==> src/pkg/sdt_pkg.sv <==
// Constants, types and register layout for the dual-mode supervision timer.
package sdt_pkg;
   // Counter width of the down-counter.
   localparam int CNT_W = 16;
   // Base of the signal processor instance, a 16-bit word address in its I/O space.
   localparam logic [31:0] SP_BASE = 32'h0000_3400;
   // Base of the main processor instance, a byte address in its space.
   localparam logic [31:0] MP_BASE = 32'hfffe_c800;
   // Access width codes carried on the bus request.
   localparam logic [1:0] WID_8 = 2'h0;
   localparam logic [1:0] WID_16 = 2'h1;
   localparam logic [1:0] WID_32 = 2'h2;
   // Register indexes; the main instance places index n at byte offset 4n.
   localparam logic [1:0] IDX_COUNT = 2'h0;
   localparam logic [1:0] IDX_CTRL = 2'h1;
   localparam int NUM_REGS = 2;
   // Control register fields.
   localparam int CTRL_MODE_BIT = 0;
   localparam int CTRL_AUTO_BIT = 1;
   localparam int CTRL_RUN_BIT = 2;
   // Values after reset.
   localparam logic [15:0] CNT_RST = 16'hffff;
   localparam logic MODE_RST = 1'h1;
   localparam logic AUTO_RST = 1'h0;
   localparam logic RUN_RST = 1'h0;

   // Counter activity, Gray coded.
   typedef enum logic [1:0] {
      SDT_IDLE = 2'h0,
      SDT_RUN = 2'h1
   } sdt_state_t;

   // One request on the private peripheral bus.
   typedef struct packed {
      logic sel;
      logic write;
      logic ownBus;
      logic [1:0] width;
      logic [31:0] addr;
      logic [15:0] wdata;
   } sdt_req_t;

   // The answer to one request.
   typedef struct packed {
      logic ack;
      logic err;
      logic [15:0] rdata;
   } sdt_rsp_t;
endpackage : sdt_pkg

==> src/hdl/sdt_supervision_timer.sv <==
// Dual-mode supervision timer: watchdog reset generator or general-purpose down-counter.
`timescale 1ns/1ps
// What this block does
// RULE_01: Two modes: supervision reset, or timer interrupt.
// RULE_02: Software rewrites count before underflow in supervision.
// RULE_03: Supervision underflow raises processor reset request.
// RULE_04: Signal processor instance resets only itself.
// RULE_05: Main instance resets both processors.
// RULE_06: Timer down-counter is sixteen bits wide.
// RULE_07: Timer offers auto-reload and one-shot behaviour.
// RULE_08: Count readable while running, undisturbed.
// RULE_09: Timer interrupts when count reaches zero.
// RULE_10: Masters use 16-bit accesses on signal instance.
// RULE_11: Wrong width answers bus error plus interrupt.
// RULE_12: Signal instance decodes word addresses at its base.
// RULE_13: Only own private bus may access registers.
// RULE_14: Main instance decodes 32-bit accesses at base.
// RULE_15: Auto-reload reloads at zero; one-shot stops.
// RULE_16: Count write loads counter next cycle.
module sdt_supervision_timer #(
   parameter bit IS_SIGNAL_PROC = 1'b0 // Selects signal processor instance when set.
) (
   input wire logic sys_clk,
   input wire logic rst_n,
   input wire sdt_pkg::sdt_req_t busReq,
   output sdt_pkg::sdt_rsp_t busRsp,
   output logic busErrIrq,
   output logic timerIrq,
   output logic mainRstReq,
   output logic signalRstReq
);
   // The instance picks its own base and access width once at elaboration.
   localparam logic [31:0] BASE = IS_SIGNAL_PROC ? sdt_pkg::SP_BASE : sdt_pkg::MP_BASE;
   localparam logic [1:0] ACC_W = IS_SIGNAL_PROC ? sdt_pkg::WID_16 : sdt_pkg::WID_32;

   // Turns an address into a register index, one word per index.
   function automatic logic [31:0] regOffset(input logic [31:0] a);
      logic [31:0] off;
      off = a - BASE;
      regOffset = IS_SIGNAL_PROC ? off : {2'h0, off[31:2]}; // RULE_12 RULE_14
   endfunction : regOffset

   // Tells whether an address lands on one of the implemented registers.
   function automatic logic regHit(input logic [31:0] a);
      logic [31:0] off;
      off = a - BASE;
      regHit = (a >= BASE) && (regOffset(a) < 32'(sdt_pkg::NUM_REGS));
      if (!IS_SIGNAL_PROC && off[1:0] != 2'h0) begin
         regHit = 1'b0; // A misaligned byte address never reaches a word.
      end
   endfunction : regHit

   logic [15:0] cnt_reg, cnt_next; // Live down-counter.
   logic [15:0] reload_reg, reload_next; // Last value software wrote to the count.
   logic mode_reg, mode_next; // One selects supervision, zero selects timer.
   logic auto_reg, auto_next; // One selects auto-reload in timer mode.
   logic run_reg, run_next; // Software run enable.
   sdt_pkg::sdt_state_t state_reg, state_next; // Counting or idle.
   sdt_pkg::sdt_rsp_t rsp_reg, rsp_next; // Registered bus answer.
   logic busErr_reg, busErr_next; // Bus error interrupt pulse.
   logic irq_reg, irq_next; // Timer interrupt pulse.
   logic mainRst_reg, mainRst_next; // Reset request to the main processor.
   logic sigRst_reg, sigRst_next; // Reset request to the signal processor.
   logic accept; // Request arrives on our own bus.
   logic good; // Accepted request is mapped and of the right width.
   logic [1:0] idx; // Register index of the request.
   logic [31:0] reqOff; // Full offset of the request in register units; only the low bits select a register.

   // Next-state logic: counting first, then the bus access, whose count write overrides the counting.
   always_comb begin
      cnt_next = cnt_reg;
      reload_next = reload_reg;
      mode_next = mode_reg;
      auto_next = auto_reg;
      run_next = run_reg;
      state_next = state_reg;
      rsp_next = '0;
      busErr_next = 1'b0;
      irq_next = 1'b0;
      mainRst_next = 1'b0;
      sigRst_next = 1'b0;
      accept = busReq.sel && busReq.ownBus; // RULE_13
      good = regHit(busReq.addr) && (busReq.width == ACC_W); // RULE_10
      reqOff = regOffset(busReq.addr);
      idx = reqOff[1:0];
      // Counting runs first so that a same-cycle count write below wins.
      unique case (state_reg)
         sdt_pkg::SDT_IDLE: begin
            cnt_next = cnt_reg; // Held until software restarts it.
         end
         sdt_pkg::SDT_RUN: begin
            if (cnt_reg != 16'h0000) begin
               cnt_next = cnt_reg - 16'h0001; // RULE_06
            end else if (mode_reg) begin
               // Underflow in supervision mode: reset and start again.
               mainRst_next = !IS_SIGNAL_PROC; // RULE_04 RULE_05
               sigRst_next = 1'b1; // RULE_03 RULE_05
               cnt_next = reload_reg;
            end else begin
               irq_next = 1'b1; // RULE_09 RULE_01
               if (auto_reg) begin
                  cnt_next = reload_reg; // RULE_07 RULE_15
               end else begin
                  state_next = sdt_pkg::SDT_IDLE; // RULE_15
               end
            end
         end
      endcase
      // Foreign-bus requests get no answer at all; the block is invisible there.
      if (accept) begin
         if (good) begin
            rsp_next.ack = 1'b1;
            if (busReq.write) begin
               if (idx == sdt_pkg::IDX_COUNT) begin
                  cnt_next = busReq.wdata; // RULE_16 RULE_02
                  reload_next = busReq.wdata;
                  state_next = run_reg ? sdt_pkg::SDT_RUN : sdt_pkg::SDT_IDLE;
               end else begin
                  mode_next = busReq.wdata[sdt_pkg::CTRL_MODE_BIT];
                  auto_next = busReq.wdata[sdt_pkg::CTRL_AUTO_BIT];
                  run_next = busReq.wdata[sdt_pkg::CTRL_RUN_BIT];
                  state_next = busReq.wdata[sdt_pkg::CTRL_RUN_BIT] ? sdt_pkg::SDT_RUN : sdt_pkg::SDT_IDLE;
               end
            end else if (idx == sdt_pkg::IDX_COUNT) begin
               rsp_next.rdata = cnt_reg; // RULE_08
            end else begin
               rsp_next.rdata = {13'h0000, run_reg, auto_reg, mode_reg};
            end
         end else begin
            // Wrong width or unmapped offset: error answer, no register changes.
            rsp_next.err = 1'b1; // RULE_11
            busErr_next = 1'b1; // RULE_11
         end
      end
   end

   // Register stage; every output is one of these flip-flops.
   always_ff @(posedge sys_clk or negedge rst_n) begin
      if (!rst_n) begin
         cnt_reg <= sdt_pkg::CNT_RST;
         reload_reg <= sdt_pkg::CNT_RST;
         mode_reg <= sdt_pkg::MODE_RST;
         auto_reg <= sdt_pkg::AUTO_RST;
         run_reg <= sdt_pkg::RUN_RST;
         state_reg <= sdt_pkg::SDT_IDLE;
         rsp_reg <= '0;
         busErr_reg <= 1'b0;
         irq_reg <= 1'b0;
         mainRst_reg <= 1'b0;
         sigRst_reg <= 1'b0;
      end else begin
         cnt_reg <= cnt_next;
         reload_reg <= reload_next;
         mode_reg <= mode_next;
         auto_reg <= auto_next;
         run_reg <= run_next;
         state_reg <= state_next;
         rsp_reg <= rsp_next;
         busErr_reg <= busErr_next;
         irq_reg <= irq_next;
         mainRst_reg <= mainRst_next;
         sigRst_reg <= sigRst_next;
      end
   end

   assign busRsp = rsp_reg;
   assign busErrIrq = busErr_reg;
   assign timerIrq = irq_reg;
   assign mainRstReq = mainRst_reg;
   assign signalRstReq = sigRst_reg;
endmodule : sdt_supervision_timer

==> config.mk <==
export PLATFORM = sky130hd
export DESIGN_NAME = sdt_supervision_timer
export DESIGN_NICKNAME = d
export VERILOG_FILES = /design/src/pkg/sdt_pkg.sv /design/src/hdl/sdt_supervision_timer.sv
export SDC_FILE = /design/constraint.sdc
export NUM_CORES = 1
export LEC_CHECK = 0
export BUFFER_PORTS_ARGS = -buffer_cell sky130_fd_sc_hd__buf_4
export CAP_MARGIN = 30
export CORE_ASPECT_RATIO = 0.8
export CORE_MARGIN = 3
export CORE_UTILIZATION = 50
export CTS_CLUSTER_SIZE = 20
export DETAILED_ROUTE_END_ITERATION = 16
export GPL_TIMING_DRIVEN = 0
export PLACE_DENSITY = 0.85
export SLEW_MARGIN = 10
export SYNTH_ARGS = -nofsm -noshare
export SYNTH_HDL_FRONTEND = slang
export SYNTH_SLANG_ARGS = --single-unit
==> constraint.sdc <==
create_clock -name sys_clk -period 3.1 [get_ports sys_clk]
set_input_delay 0.155 -clock sys_clk [delete_from_list [all_inputs] [get_ports sys_clk]]
set_output_delay 0.155 -clock sys_clk [all_outputs]
set_load 0.03 [all_outputs]
# Word-level counts from Yosys, hierarchy flattened
# Index checks and enable logic that the tools add are counted.
# Widths: inputs -> output; s select.
[op_classes] addsub=2 order_cmp=2 n_eq_ne=2 n_mux=32 n_bitwise=1 n_reduce_logical=9
[op_table] op="$mux 16" count=10
[op_table] op="$ge 32x32->1 const B" count=1
[op_table] op="$pmux 16 s2" count=1
[op_table] op="$sub 32x32->32 const B" count=1
[op_table] op="$lt 30x2->1 const B" count=1
[op_table] op="$mux 18" count=1
[op_table] op="$reduce_bool 16->1" count=1
[op_table] op="$sub 16x1->16 const B" count=1
[op_table] op="$mux 2" count=7
[op_table] op="$mux 1" count=13
[op_table] op="$reduce_and 4->1" count=2
[op_table] op="$logic_not 2->1" count=2
[op_table] op="$logic_and 1x1->1" count=3
[op_table] op="$eq 2x1->1 const B" count=1
[op_table] op="$eq 2x2->1 const B" count=1
[op_table] op="$reduce_bool 2->1" count=1
[op_table] op="$not 1->1" count=1
[totals] reg_bits=58 input_bits=55 output_inout_bits=22 wordCells=60

# Longest topological paths before layout
# Gate-level depths: netlist of run 1.
[depth] depth_word=8 ltp_mapped=10

# Worst setup path after synthesis of run 1
# Ideal clock, no wire load.
[synth_path] kind="input port to flip-flop" startpoint="in busReq[27] (netlist bit)" endpoint="reg cnt_reg[11]" setup_time_ns=0.082 t_arrival_ns=2.424 required_ns=3.018 slack_ns=0.594 path_stages=8 path_cell_list="inv_1 > ha_1 > or4b_1 > or4_4 > nand4bb_4 > or4_1 > buf_2 > mux2_4"
[synth_between] elab_chain_len=7 word_cells_on_any_way=8
[synth_lines] item="start, declared" line="sdt_supervision_timer.sv:25" rtl="input wire sdt_pkg::sdt_req_t busReq,"
[synth_lines] item="$sub 32x32->32"
[synth_lines] item="$lt 30x2->1" line="sdt_supervision_timer.sv:47" rtl="regHit = (a >= BASE) && (regOffset(a) < 32'(sdt_pkg::NUM_REGS));"
[synth_lines] item="$logic_and 1x1->1 *" line="sdt_supervision_timer.sv:47"
[synth_lines] item="$mux 1 *" line="sdt_supervision_timer.sv:48" rtl="if (!IS_SIGNAL_PROC && off[1:0] != 2'h0) begin"
[synth_lines] item="$logic_and 1x1->1 *" line="sdt_supervision_timer.sv:83" rtl="good = regHit(busReq.addr) && (busReq.width == ACC_W);"
[synth_lines] item="$mux 16 *" line="sdt_supervision_timer.sv:111" rtl="if (good) begin"
[synth_lines] item="$mux 16 *" line="sdt_supervision_timer.sv:110" rtl="if (accept) begin"
[synth_lines] item="net cnt_next[11]" line="sdt_supervision_timer.sv:53" rtl="logic [15:0] cnt_reg, cnt_next;"
[synth_lines] item="end signal, assigned" line="sdt_supervision_timer.sv:140" rtl="cnt_reg <= sdt_pkg::CNT_RST;"
[synth_lines] item="end signal, assigned" line="sdt_supervision_timer.sv:152" rtl="cnt_reg <= cnt_next;"
[synth_lines] item="end, declared" line="sdt_supervision_timer.sv:53"
# The timed path passes the listed nets; every way through them passes the cells marked *.
# A chain may end at the register's enable or synchronous reset.

# Worst setup path after layout of run 1
[layout_path] startpoint="in busReq[27] (netlist bit)" endpoint="reg cnt_reg[12]"
# Same word-level chain as after synthesis.

==> results.tsv, run 1 <==
stage	metric	value	unit
status	status	finished, final reports clean	
sta	hold_viol	0	
grt	antenna_found_initial	0	
die	fp.dieArea	6972	um2
job	max_cap_violations	0	
clock_tree	clkTransAtPathRegs	60	ps
sta	rsz0062_at_grt	no	
setup_path	worst_path_most_repeated_cell	nand2_1	
synthesis	netlist.area_leader.share	0.2890	
synthesis	yosys_warnings	0	
setup_path	crit_buf_inv	3	
setup_path	crit_start	busReq[27]	
die	rows	24	
sta	worst_slew_pin_slew	955.6	ps
synthesis	avgSynthCellArea	9.010	um2
pwr	p_leak	1.811	nW
hold_path	holdPathStages	3	
synthesis	synth_seq_cells	57	
setup_path	r2r_slack	390	ps
routing	ant_nets	0	
setup_path	rr_startpoint	cnt_reg[9]	
clock_tree	clock_latency	340	ps
grt	grt.overflow.total	0	
place	placed_cells	488	
pwr	p_total	1.469	mW
clock_tree	htreeDepth	3	
cells_and_area	final_cells	504	
grt	grt_pass1_wl	13940	um
synthesis	synth_edf_count	0	
pwr	powerDensity	379.7	nW/um2
cells_and_area	syn2layout_area_growth	28.90	%
cells_and_area	fillers	450	
cells_and_area	fin_area	3867	um2
routing	drc	0	
synthesis	ys_top_cells_by_count	70 x nand2_1, 33 x dfstp_2, 24 x dfrtp_1	
sta	maxSlewViolCount	0	
hold_path	holdPathEnd	reload_reg[7]	
place	routabilityCongestion	0.9519	
synthesis	synth_area	3000	um2
grt	grt_usage	0.2609	
setup_path	crit_family	simple AND/OR/NAND/NOR gates	
clock_tree	numCtsBuffers	9	
routing	wirelength	8565	um
synthesis	ys_types	50	
clock_tree	cts-root-buf	clkbuf_8	
clock_tree	post_cts_resized	0	
setup_path	crit_path_max_fanout	10	
die	fp.dieW	92.61	um
clock_tree	cts_tree	yes	
hold_path	hold_start	busReq[7]	
hold_path	hp-class	input port to flip-flop	
synthesis	syn_nets	391	
sta	final.setup.tns	0	ps
die	core_area	5615	um2
cells_and_area	drive_gt1_frac	0.3239	
synthesis	synth_flop_cell	dfstp_2	
grt	grt_pass1_vias	2824	
sta	period_share	0.8993	
synthesis	ys_async_sr_fraction	1.000	
sta	clock.fmax	358.7	MHz
clock_tree	cts.sinks	57	
setup_path	crit_path_start_kind	input port	
setup_path	path_class	input port to flip-flop	
pwr	ir_drop	280.3	uV
die	initial_core_util	0.5343	
setup_path	slowest_delay	750	ps
synthesis	seq_area_frac_synth	0.4892	
cells_and_area	largest_reg_flops	17	
place	hpwlAfterDp	6311	um
synthesis	synth_area_leaders	dfstp_2 29%, dfrtp_1 20%, nand2_1 8.8%	
sta	fin_skew	8.048	ps
setup_path	cp.arrival	3070	ps
clock_tree	cts_buffer_depth	2	
sta	fin_crit	2788	ps
place	place_ws	34.06	ps
cells_and_area	nets	480	
routing	vias	2913	
place	postPlaceCellArea	3676	um2
sta	timing.slew.headroom	0.3576	
setup_path	end_kind	flip-flop	
synthesis	syn_inst	333	
place	port-buffer-count	76	
cells_and_area	n_antenna_cell	0	
sta	setup_violations	0	
synthesis	synth.most_common_cell	nand2_1	
grt	grt_max_degree	58	
setup_path	rr_endpoint	cnt_reg[3]	
sta	setup_ws	312.0	ps
setup_path	reg2reg_depth	8	
routing	drt_iter0_drc	337	
setup_path	cp.required	3380	ps
die	die_h	75.29	um
routing	avgViaCountPerCell	5.780	
setup_path	slowest_stage	nor4_2	
synthesis	yosysTopAreaCell	dfstp_2	
setup_path	worstPathCellList	buf_4 -> inv_1 -> ha_1 -> or4b_1 -> or4_4 -> nand4bb_4 -> nor4_2 -> buf_2 -> nand2_1 -> nand2_1	
die	ioPinCount	77	
routing	wl_per_cell	16.99	um
routing	firstDrtPassIters	5	
==> cell type report <==
class | count | area, um2 | area share
Sequential cell | 57 | 1468 | 0.3795
Tap cell | 78 | 97.59 | 0.02523
Clock buffer | 13 | 168.9 | 0.04368
Inverter | 10 | 37.54 | 0.009706
Timing Repair Buffer | 78 | 588.1 | 0.1521
Clock inverter | 2 | 12.51 | 0.003235
Multi-Input combinational cell | 250 | 1413 | 0.3653
Buffer | 16 | 82.58 | 0.02135
==> where the power goes <==
group | internal [mW] | switching (mW)
clock network | 0.349 | 0.277
logic | 0.0539 | 0.0406
registers | 0.747 | 0.000381
total | 1.15 | 0.318
==> worst min-delay path: cells and delay by family <==
| kind | cells | cell delay, ps |
|---|---|---|
| simple gates | 2 | 90 |
| buf+inv | 1 | 110 |
==> layer usage <==
layer  vias to the layer above  global-route usage  part of all wire
met5                         -                   0                 0
met2                       140              0.4084              0.48
met3                        15             0.06893             0.074
met4                         0             0.08402             0.018
met1                      1400              0.3586              0.43
li1                       1358                   -                 -
==> cell usage in the layout (no fill, tap or decap), types with 3 or more instances in the layout <==
master and count:
nand3_1 12, a21oi_1 20, nor4_1 9, nand4_1 9, ha_1 3, a31oi_1 5, clkbuf_8 12, o21ai_1 7
clkbuf_1 10, or3_1 9, dfrtp_1 24, nand2_1 70, mux2i_1 5, nor2_1 18, buf_4 80, mux2_1 3
o22ai_1 4, and2_1 13, nor3_1 14, nand2b_1 4, o21a_1 3, inv_1 10, dfstp_2 33, buf_2 3
o21ai_0 10
==> repair_timing <==
| action | CTS | global route |
|---|---|---|
| buffers inserted | 0 | 0 |
| hold buffers | 1 | 0 |
| endpoints found under the hold margin | 24 | 0 |
==> logic make-up after synthesis <==
family                     share of synthesized area
muxes                                        0.03294
adders and majority gates                    0.01251
and+or+nand+nor                               0.2982
xor gates and xnor gates                    0.002920
DFF                                           0.4892
AOI/OAI and AO/OA                             0.1243
buffers and inverters                        0.04003
==> worst max path at each step <==
stage | to | slack (ps) | cells past startpoint
after floorplan | cnt_reg[11] | 590 | 8
after global placement | busRsp[9] | 9 | 9
after detailed placement | reload_reg[12] | 30 | 10
after CTS | reload_reg[12] | 380 | 10
after global routing | cnt_reg[2] | 160 | 7
final | cnt_reg[12] | 310 | 10
==> metrics by stage <==
step / util / hold WS, ps
after detailed placement: 0.6546 / 246.2
after global placement: 0.6533 / 233.0
final: 0.6887 / 18.25
after CTS: 0.6887 / 8.449
after global routing: 0.6887 / 13.93
after floorplan: - / -140.6
(Power assumes the default switching activity.)
==> run 2: changes to the inputs <==
- CORE_UTILIZATION: 50 -> 40
- PLACE_DENSITY: 0.85 -> 0.72
- clock period: 3.1 -> 2.6 ns (I/O delays scaled with it)
==> results.tsv, run 2 (same netlist as run 1, synthesis figures left out) <==
stage	metric	value	unit
status	status	finished, final reports clean	
cells_and_area	largest_reg_flops	17	
routing	avgViaCountPerCell	5.502	
clock_tree	cts.sinks	57	
clock_tree	post_cts_buffers	0	
sta	timing.slew.headroom	0.4191	
sta	rsz0062_at_grt	no	
setup_path	rr_startpoint	cnt_reg[9]	
cells_and_area	layout_commonest_cell	buf_4	
grt	antenna_found_initial	0	
sta	worst_slew_pin_slew	864.8	ps
setup_path	worstPathCellList	buf_4 -> inv_1 -> ha_1 -> or4b_1 -> or4_4 -> nand4bb_4 -> nor4_4 -> buf_2 -> nand2_1 -> nand2_1	
clock_tree	htreeDepth	3	
die	fp.dieW	102.8	um
setup_path	cp.required	2880	ps
clock_tree	clkTransAtPathRegs	60	ps
pwr	ir_drop	245.7	uV
cells_and_area	n_antenna_cell	0	
clock_tree	cts_tree	yes	
place	port-buffer-count	76	
hold_path	hp-class	input port to flip-flop	
sta	whs	12.37	ps
sta	setup_violations	0	
setup_path	crit_buf_inv	3	
die	ioPinCount	77	
grt	grt_pass1_vias	2821	
routing	drc	0	
setup_path	crit_family	simple AND/OR/NAND/NOR gates	
routing	wl_per_cell	16.42	um
grt	grt.overflow.total	0	
die	die_h	83.47	um
cells_and_area	nets	486	
die	core_area	7094	um2
clock_tree	numCtsBuffers	9	
setup_path	reg2reg_depth	7	
setup_path	worst_path_most_repeated_cell	nand2_1	
die	fp.dieArea	8583	um2
sta	maxSlewViolCount	0	
setup_path	cp.arrival	2750	ps
setup_path	path_class	input port to flip-flop	
cells_and_area	drive_gt1_frac	0.3279	
sta	fin_skew	9.040	ps
pwr	powerDensity	453.0	nW/um2
routing	vias	2861	
sta	fin_crit	2472	ps
clock_tree	clock_latency	340	ps
place	routabilityCongestion	0.9170	
routing	firstDrtPassIters	5	
sta	setup_ws	128.2	ps
grt	grt_pass1_wl	13970	um
hold_path	holdPathEnd	reload_reg[8]	
grt	grt_usage	0.2092	
setup_path	crit_path_start_kind	input port	
sta	final.setup.tns	0	ps
setup_path	slowest_delay	500	ps
die	initial_core_util	0.4229	
sta	hold_viol	0	
grt	grt_max_degree	58	
sta	clock.fmax	404.6	MHz
cells_and_area	syn2layout_area_growth	32.74	%
setup_path	rr_endpoint	cnt_reg[11]	
hold_path	hold_start	busReq[8]	
die	rows	27	
setup_path	r2r_slack	220	ps
place	hpwlAfterDp	6337	um
place	place_ws	-475.4	ps
clock_tree	cts-root-buf	clkbuf_8	
setup_path	end_kind	flip-flop	
routing	drt_iter0_drc	192	
sta	period_share	0.9507	
routing	ant_nets	0	
cells_and_area	layout_common_cells	80 x buf_4, 70 x nand2_1, 33 x dfstp_2	
clock_tree	cts_buffer_depth	2	
routing	wirelength	8538	um
hold_path	holdPathStages	3	
setup_path	slowest_stage	or4_4	
pwr	p_leak	1.855	nW
job	max_cap_violations	0	
setup_path	crit_path_max_fanout	10	
## run 2: worst max path at each step
stage,startpoint,end,slack (ps),cells after the start
3_5_place_dp,busReq[27],cnt_reg[12],-480,10
3_3_place_gp,busReq[27],busRsp[5],-510,9
2_1_floorplan,busReq[27],cnt_reg[11],120,8
5_1_grt,busReq[27],cnt_reg[12],10,10
4_1_cts,cnt_reg[5],cnt_reg[3],20,7
6_report,busReq[27],cnt_reg[12],130,10
## run 2: routing by layer
layer | vias to the layer above | part of all wire | GRT usage
met5 | - | 0 | 0
met4 | 0 | 0.012 | 0.07294
met3 | 11 | 0.054 | 0.04177
met2 | 98 | 0.48 | 0.3200
met1 | 1387 | 0.46 | 0.2932
li1 | 1365 | - | -
## run 2: layout make-up
type / count / area (um2)
plain buffers: 15 / 78.83
clock buffers: 14 / 182.7
clock inverters: 2 / 10.01
fillers: 650 / 3112
inverters: 10 / 37.54
multi-input cells: 250 / 1439
flip-flops and latches: 57 / 1468
well taps: 87 / 108.9
repair buffers: 85 / 658.1
## run 2: power by group
part | leakage, nW | internal (mW) | switching [mW] | total, mW
registers | 0.672 | 0.891 | 0.000496 | 0.891
logic | 1.08 | 0.0710 | 0.0512 | 0.122
clock network | 0.102 | 0.447 | 0.344 | 0.791
## run 2: per-stage QoR
step | utilization | area (um2) | std cells | power [mW]
6_report | 0.5614 | 3983 | 520 | 1.804
5_1_grt | 0.5614 | 3983 | 520 | 1.876
4_1_cts | 0.5610 | 3980 | 521 | 1.822
3_5_place_dp | 0.5198 | 3687 | 497 | 1.019
3_3_place_gp | 0.5187 | 3680 | 496 | 1.016
2_1_floorplan | - | 3000 | 333 | 0.9284
## run 2: worst register-to-register path: stages (launching register included)
cell,delay [ps]
dfstp_2,360
clkbuf_1,190
nor4_2,530
nand3_1,380
nor2_1,440
a31oi_1,140
o21ai_1,140
mux2_4,160
## run 2: timing repair
action                     CTS  global route
resized for setup            3             1
setup endpoints to repair   24             8
hold endpoints to repair    32             0
hold buffers                 8             0
